===== src/core/emsc_defines.vh =====
// constants for the external memory strobe control block
`ifndef EMSC_DEFINES_VH
`define EMSC_DEFINES_VH
// oscillator clocks per machine cycle and per address-latch period
`define EMSC_OSC_PER_MCYCLE 12
`define EMSC_OSC_PER_ALE 6
// slot of the address-latch pulse and of the fetch strobe within a half cycle
`define EMSC_ALE_LAST_SLOT 3'h1
`define EMSC_PROGRAM_FETCH_STROBE_FIRST_SLOT 3'h3
`define EMSC_LAST_SLOT 3'h5
// read data is sampled in this slot of the second data cycle
`define EMSC_RDATA_SLOT 3'h5
// machine cycles the reset pin must stay high
`define EMSC_RST_MCYCLES 2
// size of internal program memory, code below it is internal when select is high
`define EMSC_INT_ROM_SIZE 17'h01000
// port 3 bit positions of the alternate roles
`define EMSC_P3_RXD 0
`define EMSC_P3_TXD 1
`define EMSC_P3_IRQ0 2
`define EMSC_P3_IRQ1 3
`define EMSC_P3_TMR0 4
`define EMSC_P3_TMR1 5
`define EMSC_P3_WR 6
`define EMSC_P3_RD 7
`endif


===== src/core/emsc_reset_qualifier.v =====
// reset pin qualifier: counts consecutive high samples
`timescale 1ns/1ns
module emsc_reset_qualifier #(
    parameter CNT_W = 5,
    parameter HOLD = 24
) (
    input wire core_clk_in,
    input wire rst_n_in,
    input wire reset_pin_in,
    output reg qualified_out
);
    // ============================================================
    // consecutive high sample counter
    reg [CNT_W-1:0] count_reg;
    // last count value, cut to the counter width on purpose
    localparam integer HOLD_LAST_INT = HOLD - 1;
    localparam [CNT_W-1:0] HOLD_LAST = HOLD_LAST_INT[CNT_W-1:0];

    // a low sample restarts the count, short pulses never qualify
    always @(posedge core_clk_in) begin
        if (!rst_n_in) begin
            count_reg <= {CNT_W{1'b0}};
            qualified_out <= 1'b0;
        end else if (!reset_pin_in) begin
            count_reg <= {CNT_W{1'b0}};
            qualified_out <= 1'b0;
        end else begin
            if (count_reg != HOLD_LAST)
                count_reg <= count_reg + {{(CNT_W-1){1'b0}}, 1'b1};
            else
                qualified_out <= 1'b1;
        end
    end
endmodule // emsc_reset_qualifier


===== src/core/emsc_strobe_ctrl.v =====
// external memory strobe control: latch pulse, fetch strobe, data strobes, port 3 roles
//
// Overview of operation
// reset needs two machine cycles high
// latch pulse at one sixth oscillator
// latch pulse marks low address byte
// one latch pulse skipped per data access
// disable bit stops free running latch
// disabled latch pulses only during data moves
// fetch strobe reads external program memory
// fetch strobe twice per machine cycle
// two fetch strobes skipped per data access
// no fetch strobe for internal fetches
// select held low forces external fetch
// write strobe on port 3 bit 6
// read strobe on port 3 bit 7
// interrupt inputs on port 3 bits 2,3
// timer count inputs on port 3 bits 4,5
// serial receive from port 3 bit 0
// serial transmit on port 3 bit 1
// reset pin counted on oscillator clock
// strobes active low, idle high
`timescale 1ns/1ns
`include "emsc_defines.vh"
module emsc_strobe_ctrl #(
    parameter INT_ROM_SIZE = `EMSC_INT_ROM_SIZE,
    parameter RST_HOLD = `EMSC_RST_MCYCLES * `EMSC_OSC_PER_MCYCLE
) (
    input wire core_clk_in,
    input wire rst_n_in,
    input wire reset_pin_in,
    input wire external_access_select_in,
    input wire ale_disable_in,
    input wire [15:0] pc_in,
    input wire data_req_in,
    input wire data_write_in,
    input wire [15:0] data_addr_in,
    input wire [7:0] data_wdata_in,
    input wire [7:0] p0_in,
    input wire [7:0] p3_in,
    input wire [7:0] p3_latch_in,
    input wire [7:0] p3_alt_en_in,
    input wire serial_tx_in,
    output reg core_reset_out,
    output reg ale_out,
    output reg program_fetch_strobe_n_out,
    output reg [7:0] p0_out,
    output reg [7:0] p0_oe_n_out,
    output reg [7:0] p2_out,
    output reg [7:0] p3_out,
    output reg [7:0] p3_oe_n_out,
    output reg data_busy_out,
    output reg data_done_out,
    output reg [7:0] data_rdata_out,
    output reg serial_rx_out,
    output reg external_irq_zero_n_out,
    output reg external_irq_one_n_out,
    output reg timer_zero_count_input_out,
    output reg timer_one_count_input_out
);
    // ============================================================
    // machine cycle states
    localparam [1:0] ST_IDLE = 2'h0;
    localparam [1:0] ST_DCYC1 = 2'h1;
    localparam [1:0] ST_DCYC2 = 2'h2;
    localparam [16:0] ROM_SIZE = INT_ROM_SIZE;

    reg [2:0] slot_reg;
    reg half_reg;
    reg [1:0] state_reg;
    reg [1:0] state_next;
    reg pend_reg;
    reg wr_reg;
    reg [15:0] addr_reg;
    reg [7:0] wdata_reg;
    wire qual_rst;

    // ============================================================
    // reset pin qualification
    emsc_reset_qualifier #(
        .CNT_W(6),
        .HOLD(RST_HOLD)
    ) u_rst_qual (
        .core_clk_in(core_clk_in),
        .rst_n_in(rst_n_in),
        .reset_pin_in(reset_pin_in),
        .qualified_out(qual_rst)
    );

    // ============================================================
    // timing decode
    wire last_slot = (slot_reg == `EMSC_LAST_SLOT);
    wire mc_end = half_reg && last_slot;
    wire busy = pend_reg || (state_reg != ST_IDLE);
    wire accept = data_req_in && !busy && !qual_rst;
    wire ale_slot = (slot_reg <= `EMSC_ALE_LAST_SLOT);
    wire ale_skip = (state_reg == ST_DCYC2) && !half_reg;
    wire ale_en = !ale_disable_in || (state_reg != ST_IDLE);
    wire ale_next = ale_slot && !ale_skip && ale_en && !qual_rst;
    // low select always fetches externally, high only above internal memory
    wire fetch_ext = !external_access_select_in || ({1'b0, pc_in} >= ROM_SIZE);
    wire program_fetch_strobe_act = (slot_reg >= `EMSC_PROGRAM_FETCH_STROBE_FIRST_SLOT) && fetch_ext
        && (state_reg != ST_DCYC2) && !qual_rst;
    wire dstrobe = !qual_rst && (((state_reg == ST_DCYC1) && half_reg && (slot_reg >= `EMSC_PROGRAM_FETCH_STROBE_FIRST_SLOT))
        || ((state_reg == ST_DCYC2) && !half_reg));
    wire wdrive = !qual_rst && wr_reg && (((state_reg == ST_DCYC1) && half_reg && !ale_slot)
        || ((state_reg == ST_DCYC2) && !half_reg));
    wire data_ale = (state_reg == ST_DCYC1) && half_reg;

    // ============================================================
    // phase counter: six slots per half, two halves per machine cycle
    always @(posedge core_clk_in) begin
        if (!rst_n_in || qual_rst) begin
            slot_reg <= 3'h0;
            half_reg <= 1'b0;
        end else if (last_slot) begin
            slot_reg <= 3'h0;
            half_reg <= ~half_reg;
        end else begin
            slot_reg <= slot_reg + 3'h1;
        end
    end

    // ============================================================
    // data access sequencer
    always @* begin
        state_next = state_reg;
        if (mc_end) begin
            case (state_reg)
                ST_IDLE: begin
                    if (pend_reg)
                        state_next = ST_DCYC1;
                end
                ST_DCYC1: begin
                    state_next = ST_DCYC2;
                end
                ST_DCYC2: begin
                    state_next = pend_reg ? ST_DCYC1 : ST_IDLE;
                end
                default: begin
                    state_next = ST_IDLE;
                end
            endcase
        end
    end

    // request capture and state update
    always @(posedge core_clk_in) begin
        if (!rst_n_in || qual_rst) begin
            state_reg <= ST_IDLE;
            pend_reg <= 1'b0;
            wr_reg <= 1'b0;
            addr_reg <= 16'h0000;
            wdata_reg <= 8'h00;
        end else begin
            state_reg <= state_next;
            if (accept) begin
                pend_reg <= 1'b1;
                wr_reg <= data_write_in;
                addr_reg <= data_addr_in;
                wdata_reg <= data_wdata_in;
            end else if (mc_end && (state_next == ST_DCYC1)) begin
                pend_reg <= 1'b0;
            end
        end
    end

    // ============================================================
    // memory bus outputs, all registered
    always @(posedge core_clk_in) begin
        if (!rst_n_in) begin
            core_reset_out <= 1'b0;
            ale_out <= 1'b0;
            program_fetch_strobe_n_out <= 1'b1;
            p0_out <= 8'h00;
            p0_oe_n_out <= 8'hFF;
            p2_out <= 8'h00;
            data_busy_out <= 1'b0;
            data_done_out <= 1'b0;
            data_rdata_out <= 8'h00;
        end else begin
            core_reset_out <= qual_rst;
            ale_out <= ale_next;
            program_fetch_strobe_n_out <= ~program_fetch_strobe_act;
            // low address during the latch pulse, write data in the strobe window
            if (ale_next) begin
                p0_out <= data_ale ? addr_reg[7:0] : pc_in[7:0];
                p0_oe_n_out <= 8'h00;
            end else if (wdrive) begin
                p0_out <= wdata_reg;
                p0_oe_n_out <= 8'h00;
            end else begin
                p0_oe_n_out <= 8'hFF;
            end
            p2_out <= (state_reg != ST_IDLE) ? addr_reg[15:8] : pc_in[15:8];
            data_busy_out <= busy || accept;
            data_done_out <= 1'b0;
            if ((state_reg == ST_DCYC2) && !half_reg && (slot_reg == `EMSC_RDATA_SLOT)) begin
                data_done_out <= 1'b1;
                if (!wr_reg)
                    data_rdata_out <= p0_in;
            end
        end
    end

    // ============================================================
    // port 3 alternate roles
    reg [7:0] p3_next;
    reg [7:0] p3_oe_n_next;
    always @* begin
        p3_next = p3_latch_in;
        p3_oe_n_next = p3_latch_in; // quasi-bidirectional: drive low bits only
        if (p3_alt_en_in[`EMSC_P3_TXD]) begin
            p3_next[`EMSC_P3_TXD] = serial_tx_in;
            p3_oe_n_next[`EMSC_P3_TXD] = 1'b0;
        end
        if (p3_alt_en_in[`EMSC_P3_WR]) begin
            p3_next[`EMSC_P3_WR] = ~(dstrobe && wr_reg);
            p3_oe_n_next[`EMSC_P3_WR] = 1'b0;
        end
        if (p3_alt_en_in[`EMSC_P3_RD]) begin
            p3_next[`EMSC_P3_RD] = ~(dstrobe && !wr_reg);
            p3_oe_n_next[`EMSC_P3_RD] = 1'b0;
        end
        // input roles release the pin so the outside can drive it
        if (p3_alt_en_in[`EMSC_P3_RXD])
            p3_oe_n_next[`EMSC_P3_RXD] = 1'b1;
        if (p3_alt_en_in[`EMSC_P3_IRQ0])
            p3_oe_n_next[`EMSC_P3_IRQ0] = 1'b1;
        if (p3_alt_en_in[`EMSC_P3_IRQ1])
            p3_oe_n_next[`EMSC_P3_IRQ1] = 1'b1;
        if (p3_alt_en_in[`EMSC_P3_TMR0])
            p3_oe_n_next[`EMSC_P3_TMR0] = 1'b1;
        if (p3_alt_en_in[`EMSC_P3_TMR1])
            p3_oe_n_next[`EMSC_P3_TMR1] = 1'b1;
    end

    // port 3 pins and alternate inputs, registered
    always @(posedge core_clk_in) begin
        if (!rst_n_in) begin
            p3_out <= 8'hFF;
            p3_oe_n_out <= 8'hFF;
            serial_rx_out <= 1'b1;
            external_irq_zero_n_out <= 1'b1;
            external_irq_one_n_out <= 1'b1;
            timer_zero_count_input_out <= 1'b1;
            timer_one_count_input_out <= 1'b1;
        end else begin
            p3_out <= p3_next;
            p3_oe_n_out <= p3_oe_n_next;
            // a disabled role reads idle high
            serial_rx_out <= p3_in[`EMSC_P3_RXD] | ~p3_alt_en_in[`EMSC_P3_RXD];
            external_irq_zero_n_out <= p3_in[`EMSC_P3_IRQ0] | ~p3_alt_en_in[`EMSC_P3_IRQ0];
            external_irq_one_n_out <= p3_in[`EMSC_P3_IRQ1] | ~p3_alt_en_in[`EMSC_P3_IRQ1];
            timer_zero_count_input_out <= p3_in[`EMSC_P3_TMR0] | ~p3_alt_en_in[`EMSC_P3_TMR0];
            timer_one_count_input_out <= p3_in[`EMSC_P3_TMR1] | ~p3_alt_en_in[`EMSC_P3_TMR1];
        end
    end
endmodule // emsc_strobe_ctrl


===== config.mk =====
export PLATFORM = sky130hd
export DESIGN_NAME = emsc_strobe_ctrl
export DESIGN_NICKNAME = d
export VERILOG_FILES = /design/src/core/emsc_reset_qualifier.v /design/src/core/emsc_strobe_ctrl.v
export VERILOG_INCLUDE_DIRS = /design/src /design/src/core
export SDC_FILE = /design/constraint.sdc
export NUM_CORES = 1
export LEC_CHECK = 0
export BUFFER_PORTS_ARGS = -buffer_cell sky130_fd_sc_hd__buf_2
export CAP_MARGIN = 20
export CORE_UTILIZATION = 47
export DETAILED_ROUTE_END_ITERATION = 7
export PLACE_DENSITY = 0.78
export SLEW_MARGIN = 40
export SYNTH_ARGS = -nofsm -noshare
export SYNTH_HDL_FRONTEND = slang
export SYNTH_SLANG_ARGS = --single-unit

===== constraint.sdc =====
create_clock -name core_clk_in -period 2.22 [get_ports core_clk_in]
set_input_delay 0.666 -clock core_clk_in [delete_from_list [all_inputs] [get_ports core_clk_in]]
set_output_delay 0.666 -clock core_clk_in [all_outputs]
set_load 0.01 [all_outputs]

### Word-level counts from Yosys, hierarchy flattened

Index checks and enable logic that the tools add are counted.

| word-level totals | value |
|---|---|
| register bits after elaboration | 97 |
| bits of input ports | 80 |
| logic and storage cells | 124 |

| cells by class | value |
|---|---|
| $add $sub $neg | 2 |
| $lt $le $gt $ge | 3 |
| equality and inequality tests | 6 |
| mux-type cells | 19 |
| bitwise logic cells | 16 |
| reductions and logical operators | 48 |

Operators with widths:

| kind | count |
|---|---|
| $mux W8 | 6 |
| $logic_and A1 B1 Y1 | 20 |
| $ge A16 B13 Y1 const B | 1 |
| $reduce_or A2 Y1 | 6 |
| $not A1 Y1 | 11 |
| $mux W1 | 10 |
| $logic_not A1 Y1 | 9 |
| $logic_or A1 B1 Y1 | 7 |
| $add A6 B1 Y6 const B | 1 |
| $ne A6 B5 Y1 const B | 1 |
| $pmux W2 S3 | 1 |
| $reduce_bool A2 Y1 | 3 |
| $or A1 B1 Y1 | 5 |
| $eq A2 B1 Y1 const B | 2 |
| $mux W2 | 2 |
| $reduce_and A2 Y1 | 2 |
| $add A3 B1 Y3 const B | 1 |
| $eq A3 B3 Y1 const B | 1 |
| $ge A3 B2 Y1 const B | 1 |
| $le A3 B1 Y1 const B | 1 |
| $eq A2 B2 Y1 const B | 1 |
| $logic_not A2 Y1 | 1 |
| $ne A2 B2 Y1 const B | 1 |

### Logic depth before layout (Yosys ltp)

Gate-level depths: netlist of the first run.

| logic depth | value |
|---|---|
| word-level depth | 8 |
| gate-level depth with buffers | 7 |
| mapped depth without buffers | 6 |

### Hierarchy

A second synthesis of the first run with hierarchy kept.

| unflattened totals | value |
|---|---|
| cell total of the unflattened synthesis | 366 |
| area, all modules | 3355.7 µm² |

Modules (own cells, without submodules):

| module | instances | cells each | area each (µm²) | seq. area each (µm²) |
|---|---|---|---|---|
| emsc_strobe_ctrl | 1 | 333 | 3050.4 | 1661.6 |
| emsc_reset_qualifier | 1 | 33 | 305.3 | 140.1 |

### Worst setup path before layout of the first run

Ideal clock, no wire load.

| path | value |
|---|---|
| path kind | register to register |
| from | register state_reg[1] |
| to | register p0_out[0] |
| data arrival time | 1.744 ns |
| required time | 2.098 ns |
| slack | 0.354 ns |
| cell stages (with the launch flop) | 6 |
| period minus slack after synthesis | 1.866 ns |
| cell sequence | dfxtp_1 > buf_4 > or3b_4 > a211o_1 > o211a_4 > a221o_1 |

| on the way | value |
|---|---|
| longest elaborated chain between the ends | 7 |
| elaborated cells between the ends (all ways) | 16 |

RTL lines:

| element | RTL line | text |
|---|---|---|
| start, declared | emsc_strobe_ctrl.v:70 | `reg [1:0] state_reg;` |
| start signal, assigned | emsc_strobe_ctrl.v:156 | `state_reg <= state_next;` |
| $eq A2 B2 Y1 | emsc_strobe_ctrl.v:97, emsc_strobe_ctrl.v:107 |  |
| $logic_and A1 B1 Y1 | emsc_strobe_ctrl.v:97, emsc_strobe_ctrl.v:107 |  |
| $logic_not A1 Y1 | emsc_strobe_ctrl.v:99 | `wire ale_next = ale_slot && !ale_skip && ale_en && !qual_rst;` |
| $logic_and A1 B1 Y1 (3 in series) | emsc_strobe_ctrl.v:99 |  |
| $mux W8 / $reduce_bool A2 Y1 (equally long branches) | - |  |
| end signal, assigned | emsc_strobe_ctrl.v:187 | `p0_out <= data_ale ? addr_reg[7:0] : pc_in[7:0];` |
| end signal, assigned | emsc_strobe_ctrl.v:190 | `p0_out <= wdata_reg;` |
| end, declared | emsc_strobe_ctrl.v:47 | `output reg [7:0] p0_out,` |

Several ways; a longest one is shown, not always the timed one.
A chain may end at the register's enable or synchronous reset.

### Worst setup path after layout of the first run

| path | value |
|---|---|
| from | register state_reg[1] |
| to | register p0_out[6] |

The elaborated chain is that of the path after synthesis.

==> summary.md, run 1 <==
| Metric | Value |
|---|---|
| Min-delay src | `addr_reg[5]$_SDFFE_PP0P_` |
| Die ar. | `7417 um2` |
| CTS Hold Bufs | `0` |
| Period minus WS final | `between 2 and 2.5 ns` |
| Worst setup path class | `reg -> reg` |
| Antenna diodes | `0` |
| #FFs+latches synth | `90` |
| Final period util | `90.75%` |
| Netlist cell types | `38` |
| # placed instances | `578` |
| Chip width | `between 80 and 90 um` |
| Clock latency on the worst-skew pair | `0.36 ns` |
| Total core area | `6832 um2` |
| Worst setup path start | `state_reg[1]$_SDFF_PP0_` |
| Initial Util | `about half` |
| Tot GR Track Use | `20.33%` |
| CTS root buffer | `clkbuf_8` |
| Post-CTS Setup Repair Bufs | `0` |
| RR Startpoint | `state_reg[1]$_SDFF_PP0_` |
| RSZ-0062 raised after global routing | `no` |
| Setup tns final | `0 ns` |
| CTS Sinks | `90` |
| Final core area utilization | `62.34%` |
| Netlist Area Pre-Place | `3326 um2` |
| WP data arrival | `2.26 ns` |
| Sequential area share after synthesis | `54.18%` |
| Ys async rst share | `0%` |
| Achievable frequency | `0.4964 GHz` |
| CP max FO | `9` |
| DRT antenna net count | `0` |
| Final HPWL DP | `5268 um` |
| Run status | `finished, final reports clean` |
| Slowest CP cell | `dfxtp_1` |
| # nets final | `577` |
| Leak Pwr | `1.935 nW` |
| Number of CTS-inserted buffers | `9` |
| Row count | `30` |
| Initial antenna violation count | `0` |
| Average cell area after synthesis | `9.162 um2` |
| Total power | `approximately 0.0033 W` |
| Power Density | `763.4 nW/um2` |
| Clk pin slew, worst setup/hold paths | `0.09 ns` |
| Die Ht | `~86 um` |
| Synth warnings | `0` |
| Gr ovfl total | `0` |
| Area Growth Syn to Fin | `28.07%` |
| Post-synth EDFFs | `0` |
| VDD IR max | `0.4377 mV` |
| Largest register FFs | `16` |
| Worst-margin pin slew | `between 0.6 and 0.7 ns` |
| Post-route DRC | `0` |
| Total of max-cap violations | `0` |
| Final non-filler cell total | `594` |
| Synth Instances | `363` |
| Pre-Repair DR Iteration Count | `4` |
| Req. time, crit path | `~2.5 ns` |
| H-tree levels | `3` |
| Vias in the first global route | `2,615` |
| Final count of hold timing violations | `0` |
| Critical path cell sequence | `or3b_4, a211o_1, o211a_4, a221o_1` |
| Fill cells | `607` |
| Critical path's top delay family | `compound AO/OA/AOI/OAI gates` |
| Share of cells above drive strength 1 | `34.34%` |
| Slew HR | `58.17%` |
| # setup viols final | `0` |
| Wirelength per Cell | `between 10 and 15 um` |
| RD Place Congestion | `0.8125` |
| HP Class | `reg -> reg` |
| Slew Viols, Final | `0` |
| Max incr delay on CP | `approximately 0.45 ns` |
| Final Skew | `0.008536 ns` |
| Total wire length | `about 7300 um` |
| Primary FF master, synth | `dfxtp_1` |
| Total number of vias | `2,870` |
| Crit. End Element | `flop` |
| Vias per std cell | `between 4 and 5` |
| Violation count after the first detailed-route iteration | `90` |
| CP Launch Type | `flop` |
| CTS tree | `yes` |
| Clock Tree Buf Depth | `2` |
| CTS resizes | `0` |
| Buffers on Ports | `~130` |
| First-pass GRT wire length | `between 10,000 and 15,000 um` |
| WP buf/inv | `0` |
| Syn_nets | `447` |
| Io pins | `138` |
| Largest net degree at the start of global routing | `30` |
## layout make-up
cell class / count / area, um2 / share of cell area [%]
multi-input cells: 242 / 1373 / 32.23
well taps: 96 / 120.1 / 2.820
clock inverters: 7 / 83.83 / 1.968
inverters: 9 / 33.78 / 0.7932
repair buffers: 141 / 723.2 / 16.98
clock buffers: 9 / 123.9 / 2.908
flip-flops and latches: 90 / 1802 / 42.30
## worst reg2reg max path: cells and delay by family (launching register included)
family	cells	cell delay [ns]
compound gates	3	1.01
flops	1	0.45
simple gates	1	0.45
## report_power, final
group / total, W / internal [W] / switching, W
Sequential: 0.00174 / 0.00170 / 0.0000416
Combinational: 0.000361 / 0.000167 / 0.000194
Clock: 0.00115 / 0.000542 / 0.000610
## cells in the mapped netlist (4+ instances only)
cell | number | area [um2]
or2_2 | 6 | 37.54
a21oi_1 | 37 | 185.2
nor2_1 | 28 | 105.1
nand2b_1 | 7 | 43.79
a221o_1 | 7 | 70.07
buf_2 | 4 | 20.02
nor3_1 | 12 | 60.06
buf_4 | 8 | 60.06
inv_1 | 8 | 30.03
o21ai_0 | 9 | 45.04
dfxtp_1 | 90 | 1802
xor2_1 | 4 | 35.03
mux2i_1 | 16 | 160.2
ha_1 | 4 | 50.05
clkbuf_1 | 10 | 37.54
nand2_1 | 75 | 281.5
nand3b_1 | 7 | 52.55
nor2b_1 | 4 | 25.02
## layout by cell type (no fill, tap or decap), drive strengths merged, types with 9 or more instances in the layout
cell type | Yosys | final
nor2 | 28 | 28
a21oi | 37 | 37
buf | 12 | 141
nand2 | 75 | 75
nor3 | 14 | 14
clkbuf | 10 | 9
o21ai | 9 | 9
dfxtp | 90 | 90
mux2i | 16 | 16
inv | 8 | 12
## final timing paths
check,endpoint,cells after the start,slack [ns]
setup / recovery,p0_out[6]$_SDFFE_PN0P_,4,0.21
hold / removal,addr_reg[5]$_SDFFE_PP0P_,2,0.46
setup reg to reg,p0_out[6]$_SDFFE_PN0P_,4,0.21
hold reg to reg,addr_reg[5]$_SDFFE_PP0P_,2,0.46
## cells by family (layout without fill, tap and decap cells)
family	count (synthesis)	after routing	synth area share, %
compound gates	61	61	11.36
fa+ha+maj	4	4	1.505
simple gates	155	155	21.93
flops	90	90	54.18
buf+inv	31	166	4.552
xor+xnor	5	5	1.317
mux	17	17	5.154
## per-stage QoR
step	area [um2]	setup slack (ns)	hold slack, ns
2_1_floorplan	3326	0.3539	0.4338
3_3_place_gp	4051	0.2638	0.4405
3_5_place_dp	4051	0.2119	0.4448
4_1_cts	4259	0.1955	0.4580
5_1_grt	4259	0.09440	0.4740
6_report	4259	0.2054	0.4583
## routing by layer
layer	share of wire [%]	routed length (um)	GRT usage, %
met5	0	0	0
met4	1.7	123	8.939
met3	4.8	348	4.812
met2	49	3589	34.63
met1	44	3223	24.38
Power figures use the tool's default switching activity.
==> inputs of run 2 (changes only) <==
SYNTH_HIERARCHICAL = 1   (was not set)
==> run 2 against run 1 <==
Compared with the run above:
- fmax rose by 0.32%
- worst setup slack better by 0.0065 ns
- synthesized cell count rose by 0.83%
- utilization is 0.68 points higher
- total power is 1.2% lower
- final area is 1.1% higher
- via count rose by 3.1%
- die area is 0.87% higher
- first-iteration DRC count is 2.2% higher
- sequential cell count unchanged
- clock-buffer cell count grew 3
- hold slack better by 0.0021 ns
- critical endpoint is now p0_out[4]$_SDFFE_PN0P_
- highest routed layer unchanged
==> summary.md, run 2 <==
| Metric | Value |
|---|---|
| Clock latency on the worst-skew pair | `approximately 0.35 ns` |
| WHS Endpoint | `addr_reg[9]$_SDFFE_PP0P_` |
| CTS root buffer | `clkbuf_8` |
| DRT antenna net count | `0` |
| Setup WS post-layout | `0.2118 ns` |
| Area post-placement | `4109 um2` |
| # nets final | `582` |
| Total number of vias | `2,960` |
| Fin Hold WS | `~0.46 ns` |
| Top post-synthesis cells by area | `dfxtp_1 54%, nand2_1 8.5%, a21oi_1 5.7%` |
| Setup tns final | `0 ns` |
| Max incr delay on CP | `0.45 ns` |
| Synth top area share | `53.69%` |
| Vias per std cell | `4.942` |
| Post-synth EDFFs | `0` |
| Final non-filler cell total | `599` |
| RR Startpoint | `state_reg[1]$_SDFF_PP0_` |
| Synth warnings | `6` |
| Final period util | `90.46%` |
| Post-route DRC | `0` |
| Most common cell after layout, fill and taps aside | `buf_2` |
| First-pass GRT wire length | `about 12,000 um` |
| Vias in the first global route | `2,808` |
| DR WL met2 | `around 3800 um` |
| Min-delay src | `addr_reg[9]$_SDFFE_PP0P_` |
| Routed wl met3 | `488 um` |
| Die Ht | `86.50 um` |
| Slew HR | `60.37%` |
| Area leader, netlist | `dfxtp_1` |
| Most frequent cells in the layout | `134 x buf_2, 90 x dfxtp_1, 76 x nand2_1` |
| Clk pin slew, worst setup/hold paths | `0.09 ns` |
| Post-CTS Setup Repair Bufs | `0` |
| Buffers on Ports | `134` |
| Hold Path Depth | `2` |
| Req. time, crit path | `~2.5 ns` |
| # setup viols final | `0` |
| Netlist cell types | `41` |
| #FFs+latches synth | `90` |
| Number of CTS-inserted buffers | `9` |
| Cell with the most instances after synthesis | `dfxtp_1` |
| Netlist Area Pre-Place | `3356 um2` |
| Worst setup path class | `reg -> reg` |
| CTS resizes | `0` |
| Row count | `30` |
| CTS Sinks | `90` |
| R2R setup slack | `0.21 ns` |
| Syn_nets | `450` |
| Post-Layout Inst Area | `4305 um2` |
| CTS Hold Bufs | `0` |
| Primary FF master, synth | `dfxtp_1` |
| Max Used Layer | `met4` |
| Io pins | `~140` |
| Pre-Repair DR Iteration Count | `4` |
| M1 WL | `3331 um` |
| Largest register FFs | `16` |
| Die ar. | `7481 um2` |
| Total wire length | `between 7000 and 8000 um` |
| CP max FO | `9` |
| Area Growth Syn to Fin | `28.30%` |
| Initial antenna violation count | `0` |
| Pre-CTS WS | `0.2089 ns` |
| Period minus WS final | `2.008 ns` |
| # placed instances | `slightly below 600` |
| Most instantiated cells after synthesis | `90 x dfxtp_1, 76 x nand2_1, 38 x a21oi_1` |
| CP Launch Type | `flop` |
| Clock Tree Buf Depth | `2` |
| Achievable frequency | `0.4980 GHz` |
| Tot GR Track Use | `21.14%` |
| Share of cells above drive strength 1 | `34.59%` |
| Synth Instances | `366` |
| Slowest CP cell | `dfxtp_1` |
| H-tree levels | `3` |
| Power Density | `746.3 nW/um2` |
| CTS tree | `yes` |
| Average cell area after synthesis | `9.169 um2` |
| Crit. End Element | `flop` |
| Total core area | `6832 um2` |
| FF-to-FF End | `p0_out[4]$_SDFFE_PN0P_` |
| Leak Pwr | `1.946 nW` |
| Sequential area share after synthesis | `53.69%` |
| HP Class | `reg -> reg` |
| Antenna diodes | `0` |
| Violation count after the first detailed-route iteration | `92` |
| VDD IR max | `0.3997 mV` |
| RSZ-0062 raised after global routing | `no` |
| Run status | `finished, final reports clean` |
| Final count of hold timing violations | `0` |
| Final Skew | `0.009242 ns` |
| Worst-margin pin slew | `0.5899 ns` |
| WP data arrival | `2.25 ns` |
| Critical path cell sequence | `or3b_4, a211o_1, o211a_4, a221o_1` |
| Slew Viols, Final | `0` |
| Initial Util | `49.12%` |
| Largest net degree at the start of global routing | `25` |
| R2R cell count | `4` |
| RD Place Congestion | `0.8061` |
| Final HPWL DP | `5727 um` |
| Total of max-cap violations | `0` |
| Chip width | `86.50 um` |
| Ys async rst share | `0%` |
| Wirelength per Cell | `12.82 um` |
| Gr ovfl total | `0` |
run 2: cell types whose count changed in the layout (fill, tap and decap cells not counted), sizes merged, moves of 2 or more:
| cell | before | now |
|---|---|---|
| nor2 | 28 | 22 |
| buf | 141 | 143 |
| o21ai | 9 | 12 |
| inv | 12 | 8 |
| and2 | 1 | 4 |
| nand4 | 0 | 2 |
| clkbuf | 9 | 12 |
run 2: cell families (layout without fill, tap and decap cells):
| group | count (synthesis) | in the layout | share of synthesized area (%) |
|---|---|---|---|
| flops | 90 | 90 | 53.69 |
| buf+inv | 31 | 168 | 4.511 |
| xor+xnor | 3 | 3 | 0.7831 |
| simple gates | 156 | 156 | 22.63 |
| compound gates | 66 | 66 | 12.08 |
| fa+ha+maj | 4 | 4 | 1.491 |
| mux | 16 | 16 | 4.810 |
run 2: worst max-delay path by stage:
stage	from	endpoint	slack (ns)	cells after the start
floorplan	state_reg[1]$_SDFF_PP0_	p0_out[0]$_SDFFE_PN0P_	0.35	5
global placement	state_reg[1]$_SDFF_PP0_	p0_out[4]$_SDFFE_PN0P_	0.27	4
detailed placement	state_reg[1]$_SDFF_PP0_	p0_out[1]$_SDFFE_PN0P_	0.21	4
CTS	state_reg[1]$_SDFF_PP0_	p0_out[1]$_SDFFE_PN0P_	0.21	4
global route	state_reg[1]$_SDFF_PP0_	p0_out[2]$_SDFFE_PN0P_	0.10	4
finish	state_reg[1]$_SDFF_PP0_	p0_out[4]$_SDFFE_PN0P_	0.21	4
run 2: worst max-delay path: cells and delay by family, from the launching register on:
kind / cells / cell delay (ns)
flops: 1 / 0.45
simple gates: 1 / 0.44
compound gates: 3 / 1.01
run 2: area by class of cell:
type / count / area, um2
fillers: 630 / 2526
clock buffers: 12 / 145.1
well taps: 96 / 120.1
clock inverters: 4 / 51.30
multi-input cells: 245 / 1403
repair buffers: 143 / 750.7
flip-flops and latches: 90 / 1802
inverters: 9 / 33.78
run 2: per-layer routing:
metal | up-vias | global-route usage [%]
met5 | - | 0
met4 | 0 | 7.879
met3 | 7 | 3.810
met2 | 103 | 37.01
met1 | 1357 | 25.95
li1 | 1493 | -
run 2: per-stage QoR:
| step | util [%] | total power [W] |
|---|---|---|
| after floorplan | - | 0.001983 |
| after global placement | 60.15 | 0.002139 |
| after detailed placement | 60.15 | 0.002152 |
| after CTS | 63.02 | 0.003247 |
| after global routing | 63.02 | 0.003361 |
| final | 63.02 | 0.003213 |
run 2: power breakdown:
part | switching [W] | internal [W]
Clock | 0.000550 | 0.000553
Combinational | 0.000197 | 0.000173
Sequential | 0.0000439 | 0.00170
